## src/rtl/dbgcs_cfg.svh

```systemverilog
`ifndef DBGCS_CFG_SVH
`define DBGCS_CFG_SVH
`define DBGCS_OFS_CTRL 2'h0
`define DBGCS_OFS_STAT 2'h1
`define DBGCS_OFS_ABRT 2'h2
`define DBGCS_CTRL_TEST 0
`define DBGCS_CTRL_INTEST 1
`define DBGCS_CTRL_CHAIN0 2
`define DBGCS_CTRL_RESTART 3
`define DBGCS_CTRL_MONITOR 4
`define DBGCS_CTRL_RST 5'h00
`define DBGCS_MODE_RST 5'h00
`define DBGCS_DATA_W 32
`define DBGCS_ADDR_W 2
`endif

```

## src/rtl/dbgcs_pkg.sv

```systemverilog
package dbgcs_pkg;
   typedef enum logic [1:0] {ST_RUN, ST_SWITCH, ST_HALT, ST_RESYNC} dbgcs_state_t;
   typedef struct packed {
      logic fetch;
      logic advance;
      logic flush;
      logic exec_valid;
      logic instr_done;
      logic cop_busy;
      logic exc_pending;
      logic [4:0] exc_mode;
      logic [4:0] cur_mode;
      logic data_xfer;
      logic mreq_n;
      logic seq;
      logic abort;
      logic irq_n;
      logic fiq_n;
   } dbgcs_core_t;
   typedef struct packed {
      logic exec_suppress;
      logic abort_take;
      logic cop_terminate;
      logic abort;
      logic irq_n;
      logic fiq_n;
      logic [4:0] entry_mode;
   } dbgcs_ctl_t;
endpackage : dbgcs_pkg

```

## src/rtl/dbgcs_top.sv

```systemverilog
// Our own choices: the Avalon-MM register port and the register addresses.
`timescale 1ns/1ps
`include "dbgcs_cfg.svh"
module dbgcs_top (
   // Clock and reset
   input wire logic clock_i,
   input wire logic arst_n_i,
   // Debug lines
   input wire logic ext_breakpoint_i,
   input wire logic debug_request_i,
   input wire logic debug_enable_i,
   output logic debug_acknowledge_o,
   // Test clock and tap state
   input wire logic test_clock_i,
   input wire logic tap_run_idle_i,
   output logic debug_clock_o,
   output logic core_clock_out_o,
   // Core pipeline
   input wire dbgcs_pkg::dbgcs_core_t core_i,
   output dbgcs_pkg::dbgcs_ctl_t ctl_o,
   // Memory interface
   output logic memory_request_n_o,
   output logic sequential_cycle_o,
   // Avalon-MM slave
   input wire logic [`DBGCS_ADDR_W-1:0] avs_address,
   input wire logic avs_read,
   input wire logic avs_write,
   input wire logic [`DBGCS_DATA_W-1:0] avs_writedata,
   output logic [`DBGCS_DATA_W-1:0] avs_readdata,
   output logic avs_waitrequest
);
   import dbgcs_pkg::*;

   dbgcs_state_t state_reg, state_next;
   logic [2:0] tck_sync_reg, rq_sync_reg;
   logic tck_lvl_reg, rq_lvl_reg;
   logic dec_tag_reg, exe_tag_reg, wp_pend_reg, rq_pend_reg;
   logic [4:0] ctrl_reg;
   logic abrt_reg, ack_reg, bus_ack_reg, restart_reg;
   logic [4:0] mode_reg;
   logic [`DBGCS_DATA_W-1:0] rdata_reg;
   dbgcs_ctl_t ctl_reg;
   logic mreq_n_reg, seq_reg, debug_clock_reg, core_clock_out_reg;

   // Accepted levels change only when the second and third stages agree
   wire tck_agree = tck_sync_reg[1] == tck_sync_reg[2];
   wire rq_agree = rq_sync_reg[1] == rq_sync_reg[2];
   wire tck_rise = tck_agree && tck_sync_reg[2] && !tck_lvl_reg;
   wire rq_level = rq_agree ? rq_sync_reg[2] : rq_lvl_reg;

   wire monitor = ctrl_reg[`DBGCS_CTRL_MONITOR];
   wire test_mode = ctrl_reg[`DBGCS_CTRL_TEST];
   wire test_clk_ok = ctrl_reg[`DBGCS_CTRL_INTEST] && ctrl_reg[`DBGCS_CTRL_CHAIN0];
   wire running = state_reg == ST_RUN;
   wire halted = state_reg == ST_HALT;
   wire in_debug = !running;

   wire bp_hit = debug_enable_i && running && core_i.exec_valid && exe_tag_reg;
   wire wp_mark = debug_enable_i && core_i.data_xfer && ext_breakpoint_i;
   wire wp_take = debug_enable_i && running && core_i.instr_done && (wp_pend_reg || wp_mark);
   wire rq_now = debug_enable_i && (rq_pend_reg || rq_level);
   wire rq_take = running && rq_now && (core_i.instr_done || core_i.cop_busy);
   wire dbg_event = bp_hit || wp_take;
   wire to_abort = dbg_event && monitor;
   wire to_halt = (dbg_event && !monitor) || rq_take;

   wire bus_req = avs_read || avs_write;
   wire bus_take = bus_req && !bus_ack_reg;
   wire wr_take = avs_write && bus_ack_reg; // Writes land at the edge that ends the wait
   wire wr_ctrl = wr_take && avs_address == `DBGCS_OFS_CTRL;
   wire wr_restart = wr_ctrl && avs_writedata[`DBGCS_CTRL_RESTART];

   logic [`DBGCS_DATA_W-1:0] rd_mux;
   always_comb
   begin
      rd_mux = '0;
      case (avs_address)
         `DBGCS_OFS_CTRL: rd_mux[4:0] = ctrl_reg;
         `DBGCS_OFS_STAT: rd_mux[7:0] = {mode_reg, state_reg == ST_HALT, debug_enable_i, ack_reg};
         `DBGCS_OFS_ABRT: rd_mux[0] = abrt_reg;
         default: rd_mux = '0;
      endcase
   end

   // Clock switch sequence
   always_comb
   begin
      state_next = state_reg;
      case (state_reg)
         ST_RUN:
            if (to_halt)
               state_next = ST_SWITCH;
         ST_SWITCH:
            state_next = ST_HALT;
         ST_HALT:
            if (restart_reg)
               state_next = ST_RESYNC;
         ST_RESYNC:
            state_next = ST_RUN;
         default:
            state_next = ST_RUN;
      endcase
      if (!debug_enable_i)
         state_next = ST_RUN;
   end

   // Core clock: memory clock when not halted and not in test mode, test clock edges when halted or in test mode with intest, chain0 and run-idle
   wire debug_clock_next = tck_rise && (halted || (test_mode && test_clk_ok && tap_run_idle_i));
   wire core_clock_out_next = (halted || test_mode) ? debug_clock_next : 1'b1;

   always_ff @(posedge clock_i or negedge arst_n_i)
   begin
      if (!arst_n_i)
      begin
         tck_sync_reg <= 3'h0;
         rq_sync_reg <= 3'h0;
         tck_lvl_reg <= 1'b0;
         rq_lvl_reg <= 1'b0;
      end
      else
      begin
         tck_sync_reg <= {tck_sync_reg[1:0], test_clock_i};
         rq_sync_reg <= {rq_sync_reg[1:0], debug_request_i};
         if (tck_agree)
            tck_lvl_reg <= tck_sync_reg[2];
         rq_lvl_reg <= rq_level;
      end
   end

   // Breakpoint tags follow the instruction down the pipeline
   always_ff @(posedge clock_i or negedge arst_n_i)
   begin
      if (!arst_n_i)
      begin
         dec_tag_reg <= 1'b0;
         exe_tag_reg <= 1'b0;
      end
      else if (core_i.flush)
      begin
         dec_tag_reg <= 1'b0;
         exe_tag_reg <= 1'b0;
      end
      else if (core_i.advance)
      begin
         dec_tag_reg <= core_i.fetch && ext_breakpoint_i && debug_enable_i;
         exe_tag_reg <= dec_tag_reg;
      end
   end

   // Pending watchpoint and request
   always_ff @(posedge clock_i or negedge arst_n_i)
   begin
      if (!arst_n_i)
      begin
         wp_pend_reg <= 1'b0;
         rq_pend_reg <= 1'b0;
      end
      else
      begin
         wp_pend_reg <= debug_enable_i && (wp_pend_reg || wp_mark) && !wp_take;
         rq_pend_reg <= rq_now && !rq_take && running;
      end
   end

   always_ff @(posedge clock_i or negedge arst_n_i)
   begin
      if (!arst_n_i)
      begin
         state_reg <= ST_RUN;
         ack_reg <= 1'b0;
         mode_reg <= `DBGCS_MODE_RST;
      end
      else
      begin
         state_reg <= state_next;
         ack_reg <= state_next != ST_RUN;
         if (to_halt)
            mode_reg <= (wp_take && core_i.exc_pending) ? core_i.exc_mode : core_i.cur_mode;
      end
   end

   // Abort status: debug event wins over a real abort in the same cycle
   always_ff @(posedge clock_i or negedge arst_n_i)
   begin
      if (!arst_n_i)
         abrt_reg <= 1'b0;
      else if (to_abort)
         abrt_reg <= 1'b1;
      else if (running && core_i.abort)
         abrt_reg <= 1'b0;
   end

   // Core control and memory outputs
   always_ff @(posedge clock_i or negedge arst_n_i)
   begin
      if (!arst_n_i)
      begin
         ctl_reg <= '0;
         mreq_n_reg <= 1'b1;
         seq_reg <= 1'b0;
         debug_clock_reg <= 1'b0;
         core_clock_out_reg <= 1'b0;
      end
      else
      begin
         ctl_reg.exec_suppress <= bp_hit;
         ctl_reg.abort_take <= to_abort;
         ctl_reg.cop_terminate <= rq_take && core_i.cop_busy;
         ctl_reg.abort <= running && core_i.abort;
         ctl_reg.irq_n <= !running || core_i.irq_n;
         ctl_reg.fiq_n <= !running || core_i.fiq_n;
         ctl_reg.entry_mode <= mode_reg;
         mreq_n_reg <= (state_next != ST_RUN) || core_i.mreq_n;
         seq_reg <= (state_next == ST_RUN) && core_i.seq;
         debug_clock_reg <= debug_clock_next;
         core_clock_out_reg <= core_clock_out_next;
      end
   end

   // Register bus: one wait cycle, then the answer
   always_ff @(posedge clock_i or negedge arst_n_i)
   begin
      if (!arst_n_i)
      begin
         ctrl_reg <= `DBGCS_CTRL_RST;
         restart_reg <= 1'b0;
         bus_ack_reg <= 1'b0;
         rdata_reg <= '0;
      end
      else
      begin
         bus_ack_reg <= bus_take;
         restart_reg <= wr_restart;
         if (wr_ctrl)
            ctrl_reg <= avs_writedata[4:0] & ~(5'h1 << `DBGCS_CTRL_RESTART);
         if (avs_read && bus_take)
            rdata_reg <= rd_mux;
      end
   end

   assign avs_waitrequest = bus_req && !bus_ack_reg;
   assign avs_readdata = rdata_reg;
   assign debug_acknowledge_o = ack_reg;
   assign ctl_o = ctl_reg;
   assign memory_request_n_o = mreq_n_reg;
   assign sequential_cycle_o = seq_reg;
   assign debug_clock_o = debug_clock_reg;
   assign core_clock_out_o = core_clock_out_reg;
endmodule : dbgcs_top

```

## config.mk

```make
export PLATFORM = sky130hd
export DESIGN_NAME = dbgcs_top
export DESIGN_NICKNAME = d
export VERILOG_FILES = /design/src/rtl/dbgcs_pkg.sv /design/src/rtl/dbgcs_top.sv
export VERILOG_INCLUDE_DIRS = /design/src /design/src/rtl
export SDC_FILE = /design/constraint.sdc
export NUM_CORES = 1
export LEC_CHECK = 0
export ABC_AREA = 0
export BUFFER_PORTS_ARGS = -buffer_cell sky130_fd_sc_hd__buf_2
export CORE_MARGIN = 2
export CORE_UTILIZATION = 27
export DETAILED_ROUTE_END_ITERATION = 10
export GPL_TIMING_DRIVEN = 1
export SYNTH_ARGS = -nofsm -noshare
export SYNTH_HDL_FRONTEND = slang
export SYNTH_SLANG_ARGS = --single-unit
```

## constraint.sdc

```tcl
create_clock -name clock_i -period 2.6 [get_ports clock_i]
set_input_delay 0.26 -clock clock_i [delete_from_list [all_inputs] [get_ports clock_i]]
set_output_delay 0.26 -clock clock_i [all_outputs]
set_load 0.02 [all_outputs]
```

### Yosys cells after proc, flatten, opt, wreduce, memory -nomap -nowiden

Cells that the tools add are included.

* equal/unequal tests: 7
* multiplexer cells: 16
* reductions and logical operators: 56

Operators with widths (number)
* $logic_and 1x1->1: 33
* $logic_or 1x1->1: 11
* $mux 1: 8
* $pmux 2 s4: 1
* $pmux 4 s2: 1
* $eq 2x2->1 const B: 3
* $logic_not 1->1: 6
* $logic_not 2->1: 3
* $mux 2: 3
* $reduce_bool 2->1: 3
* $mux 5: 1
* $eq 2x1->1 const B: 2
* $mux 3: 1
* $pmux 1 s3: 1
* $eq 1x1->1: 2

* bits in registers: 50
* input bits: 66

### Depth between registers and ports, before layout

* depth in word-level cells: 12
* gate-level depth with buffers: 6
* gate-level depth less buffers: 6

### Least setup slack after synthesis

No wires, ideal clock.

* path kind: register to register
* from: register state_reg[0]
* to: register mode_reg[0]
* library setup time: 0.125 ns
* arrival: 1.797 ns
* data required time: 2.475 ns
* slack: 0.678 ns
* cell stages (with the launch flop): 7
* path through: dfrtp_1 inv_1 ha_1 nand3_1 nor3b_2 mux2_2 mux2_4

* longest elaborated chain between the ends: 7
* elaborated cells on any way between the ends: 13
* those cells by class: mux: 1; reduce/logical: 12

RTL lines
* start: declaration: line dbgcs_top.sv:34 `dbgcs_state_t state_reg, state_next;`
* start signal: assignment: line dbgcs_top.sv:175 `state_reg <= state_next;`
* $logic_not 2->1 (*): line dbgcs_top.sv:54 `wire running = state_reg == ST_RUN;`
* $logic_and 1x1->1: line dbgcs_top.sv:58, dbgcs_top.sv:60
* $logic_and 1x1->1, on equally long branches (2 in series): line dbgcs_top.sv:58, dbgcs_top.sv:60
* $logic_or 1x1->1: line dbgcs_top.sv:63 `wire dbg_event = bp_hit || wp_take;`
* $logic_and 1x1->1: line dbgcs_top.sv:65 `wire to_halt = (dbg_event && !monitor) || rq_take;`
* $logic_or 1x1->1: line dbgcs_top.sv:65
* end signal: assignment: line dbgcs_top.sv:171 `` mode_reg <= `DBGCS_MODE_RST; ``
* end signal: assignment: line dbgcs_top.sv:178 `mode_reg <= (wp_take && core_i.exc_pending) ? core_i.exc_mode : core_i.cur_mode;`
* end: declaration: line dbgcs_top.sv:40 `logic [4:0] mode_reg;`

Mark *: on every way between the ends. The rest lies on a longest branch, timed or not.
A chain may end at the register's enable or synchronous reset.

### Worst setup path in the final report

* from: register state_reg[0]
* to: register mode_reg[1]

The elaborated chain is that of the path after synthesis.

==> flow_metrics.env <==
export IMPL_status="completed"
export IMPL_fillers=780
export IMPL_viasPerCell=4.04
export IMPL_die_area_mm2=0.00869
export IMPL_crit_chain="inv_1, ha_1, nand3_1, nor3b_2, mux2_2, mux2_4"
export IMPL_power_density_mw_per_mm2=888
export IMPL_slew_violations=0
export IMPL_critPathSlowestCell="dfrtp_1"
export IMPL_holdWs_ns=0.0518
export IMPL_tightestPinTransition_ns=0.633
export IMPL_antenna_found_initial=0
export IMPL_grt_usage_pct=9.87
export IMPL_fmax_mhz=500
export IMPL_ys_flop_type="dfrtp_1"
export IMPL_slew_headroom_pct=57.5
export IMPL_rows=32
export IMPL_cts_max_path_buffers=2
export IMPL_drc=0
export IMPL_grt_ovfl_total=0
export IMPL_fin_crit_sh_pct=76.9
export IMPL_worst_r2r_cell_count=6
export IMPL_setup_violations=0
export IMPL_vias=1364
export IMPL_drt_wirelength_per_cell_um=12.1
export IMPL_yosysTopAreaCell="dfrtp_1"
export IMPL_r2r_end="mode_reg[1]$_DFFE_PN0P_"
export IMPL_hpwlAfterDp_um=3280
export IMPL_routed_wl_um=4100
export IMPL_synth_async_reset_ratio_pct=100
export IMPL_hp_start="debug_request_i"
export IMPL_core_area_mm2=0.00773
export IMPL_cts_resized_gates=0
export IMPL_r2r_slack_ns=0.60
export IMPL_slowest_delay_ns=0.42
export IMPL_min_period_ns=2.00
export IMPL_rsz0062_at_grt="false"
export IMPL_drtAntennaViolNets=0
export IMPL_critPathBufInv=1
export IMPL_grt_max_degree=31
export IMPL_worstPathArrival_ns=2.21
export IMPL_cap_violations=0
export IMPL_post_cts_buffers=0
export IMPL_initial_core_util_pct=27.8
export IMPL_area_growth_pct=21.1
export IMPL_clock_sinks=50
export IMPL_required_ns=2.81
export IMPL_hold_path_class="in -> reg"
export IMPL_cp_top_family="multiplexers"
export IMPL_synth_edff_count=0
export IMPL_r2r_start="state_reg[0]$_DFF_PN0_"
export IMPL_synth_most_common_cell="dfrtp_1"
export IMPL_cts_tree="yes"
export IMPL_ys_top_cells_by_count="dfrtp_1, buf_4, mux2_2"
export IMPL_fp_dieW_um=93.2
export IMPL_netlist_top_cells_area="dfrtp_1, buf_4, mux2_2"
export IMPL_numCtsBuffers=5
export IMPL_path_clk_slew_ns=0.10
export IMPL_path_class="reg -> reg"
export IMPL_yosysSeqAreaShare_pct=58.3
export IMPL_syn_area_mm2=0.00215
export IMPL_num_io_pins=115
export IMPL_grt_first_pass_wirelength_um=6610
export IMPL_htreeDepth=2
export IMPL_diodes=0
export IMPL_yosys_area_top_type_share_pct=57.0
export IMPL_cp_max_fo=5
export IMPL_crit_path_start_kind="flop"
export IMPL_grt_pass1_vias=1311
export IMPL_hold_viol_final=0
export IMPL_fin_nets=305
export IMPL_synthCells=166
export IMPL_drt_first_pass_iters=3
export IMPL_end_kind="flop"
export IMPL_drive_above_1_share_pct=39.8
export IMPL_ys_ff_latch=50
export IMPL_cts_root_buf="clkbuf_8"
export IMPL_largest_reg_flops=11
export IMPL_avgSynthCellArea_um2=12.9
export IMPL_fin_tns_setup_ns=0
export IMPL_leakage_nw=1.32
export IMPL_peakVddDrop_uv=217
export IMPL_io_buffers=63
export IMPL_synthDistinctLibCells=39
export IMPL_die_y_um=93.2
export IMPL_skew_ns=0.0133
export IMPL_min_path_cells=1
export IMPL_gp_congestion=0.742
export IMPL_synth_warnings=0
export IMPL_clk_latency_ns=0.31
export IMPL_drtIter0Drc=21
export IMPL_hold_path_end="rq_sync_reg[0]$_DFF_PN0_"
## final cells by class
| type | count | area (um^2) | area share (%) |
|---|---|---|---|
| multi-input cells | 106 | 768 | 29.5 |
| inverters | 6 | 22.5 | 0.865 |
| clock buffers | 5 | 68.8 | 2.64 |
| flip-flops and latches | 50 | 1250 | 48.1 |
| well taps | 102 | 128 | 4.90 |
| repair buffers | 66 | 340 | 13.1 |
| clock inverters | 3 | 23.8 | 0.913 |
## worst max-delay path by stage
stage	start	end	slack [ns]	depth (start not counted)
global placement	state_reg[0]$_DFF_PN0_	mode_reg[1]$_DFFE_PN0P_	0.60	6
floorplan	state_reg[0]$_DFF_PN0_	mode_reg[0]$_DFFE_PN0P_	0.68	6
CTS	state_reg[0]$_DFF_PN0_	mode_reg[1]$_DFFE_PN0P_	0.56	6
global route	state_reg[0]$_DFF_PN0_	mode_reg[1]$_DFFE_PN0P_	0.44	6
finish	state_reg[0]$_DFF_PN0_	mode_reg[1]$_DFFE_PN0P_	0.60	6
detailed placement	state_reg[0]$_DFF_PN0_	mode_reg[4]$_DFFE_PN0P_	0.58	6
## cell families after synthesis
family	after synthesis	synth area share [%]
adders and majority gates	5	2.79
buffers and inverters	33	10.0
other	1	0.174
and+or+nand+nor	32	8.26
DFF	50	58.3
muxes	20	11.1
AOI/OAI and AO/OA	25	9.43
## repair_timing
action                     CTS  global route
setup endpoints to repair    0             0
hold endpoints to repair    19             0
hold buffers                 1             0
## layer usage
layer | GRT usage [%] | routed length (um)
met1 | 12.4 | 1790
met2 | 15.9 | 1990
met3 | 2.34 | 233
met4 | 4.78 | 85
met5 | 0 | 0
## stage by stage
stage	setup WS (ns)	instances	instance area, um^2	power [mW]	utilization (%)
after global routing	0.438	338	2600	2.47	33.7
after detailed placement	0.580	329	2500	1.88	32.4
after floorplan	0.678	189	2240	1.63	-
after CTS	0.559	338	2600	2.34	33.7
after global placement	0.596	329	2500	1.86	32.4
final	0.600	338	2600	2.31	33.7
## power by group
part	switching [mW]	internal, mW
clock	0.277	0.193
combinational	0.429	0.334
sequential	0.106	0.974
total	0.812	1.50
## cells in the final DEF (no fill, tap or decap), types with 3 or more instances in the layout
cell type / synthesis / final
nand2_1: 6 / 6
o21ai_0: 5 / 5
ha_1: 4 / 4
a22o_1: 4 / 4
conb_1: 1 / 24
buf_2: 1 / 63
dfrtp_1: 49 / 49
mux2i_1: 5 / 5
mux2_4: 5 / 5
nand2b_1: 3 / 3
inv_1: 6 / 6
mux2_2: 10 / 10
nor3_1: 3 / 3
nor2_1: 7 / 7
clkbuf_8: 0 / 5
(Power assumes the default switching activity.)
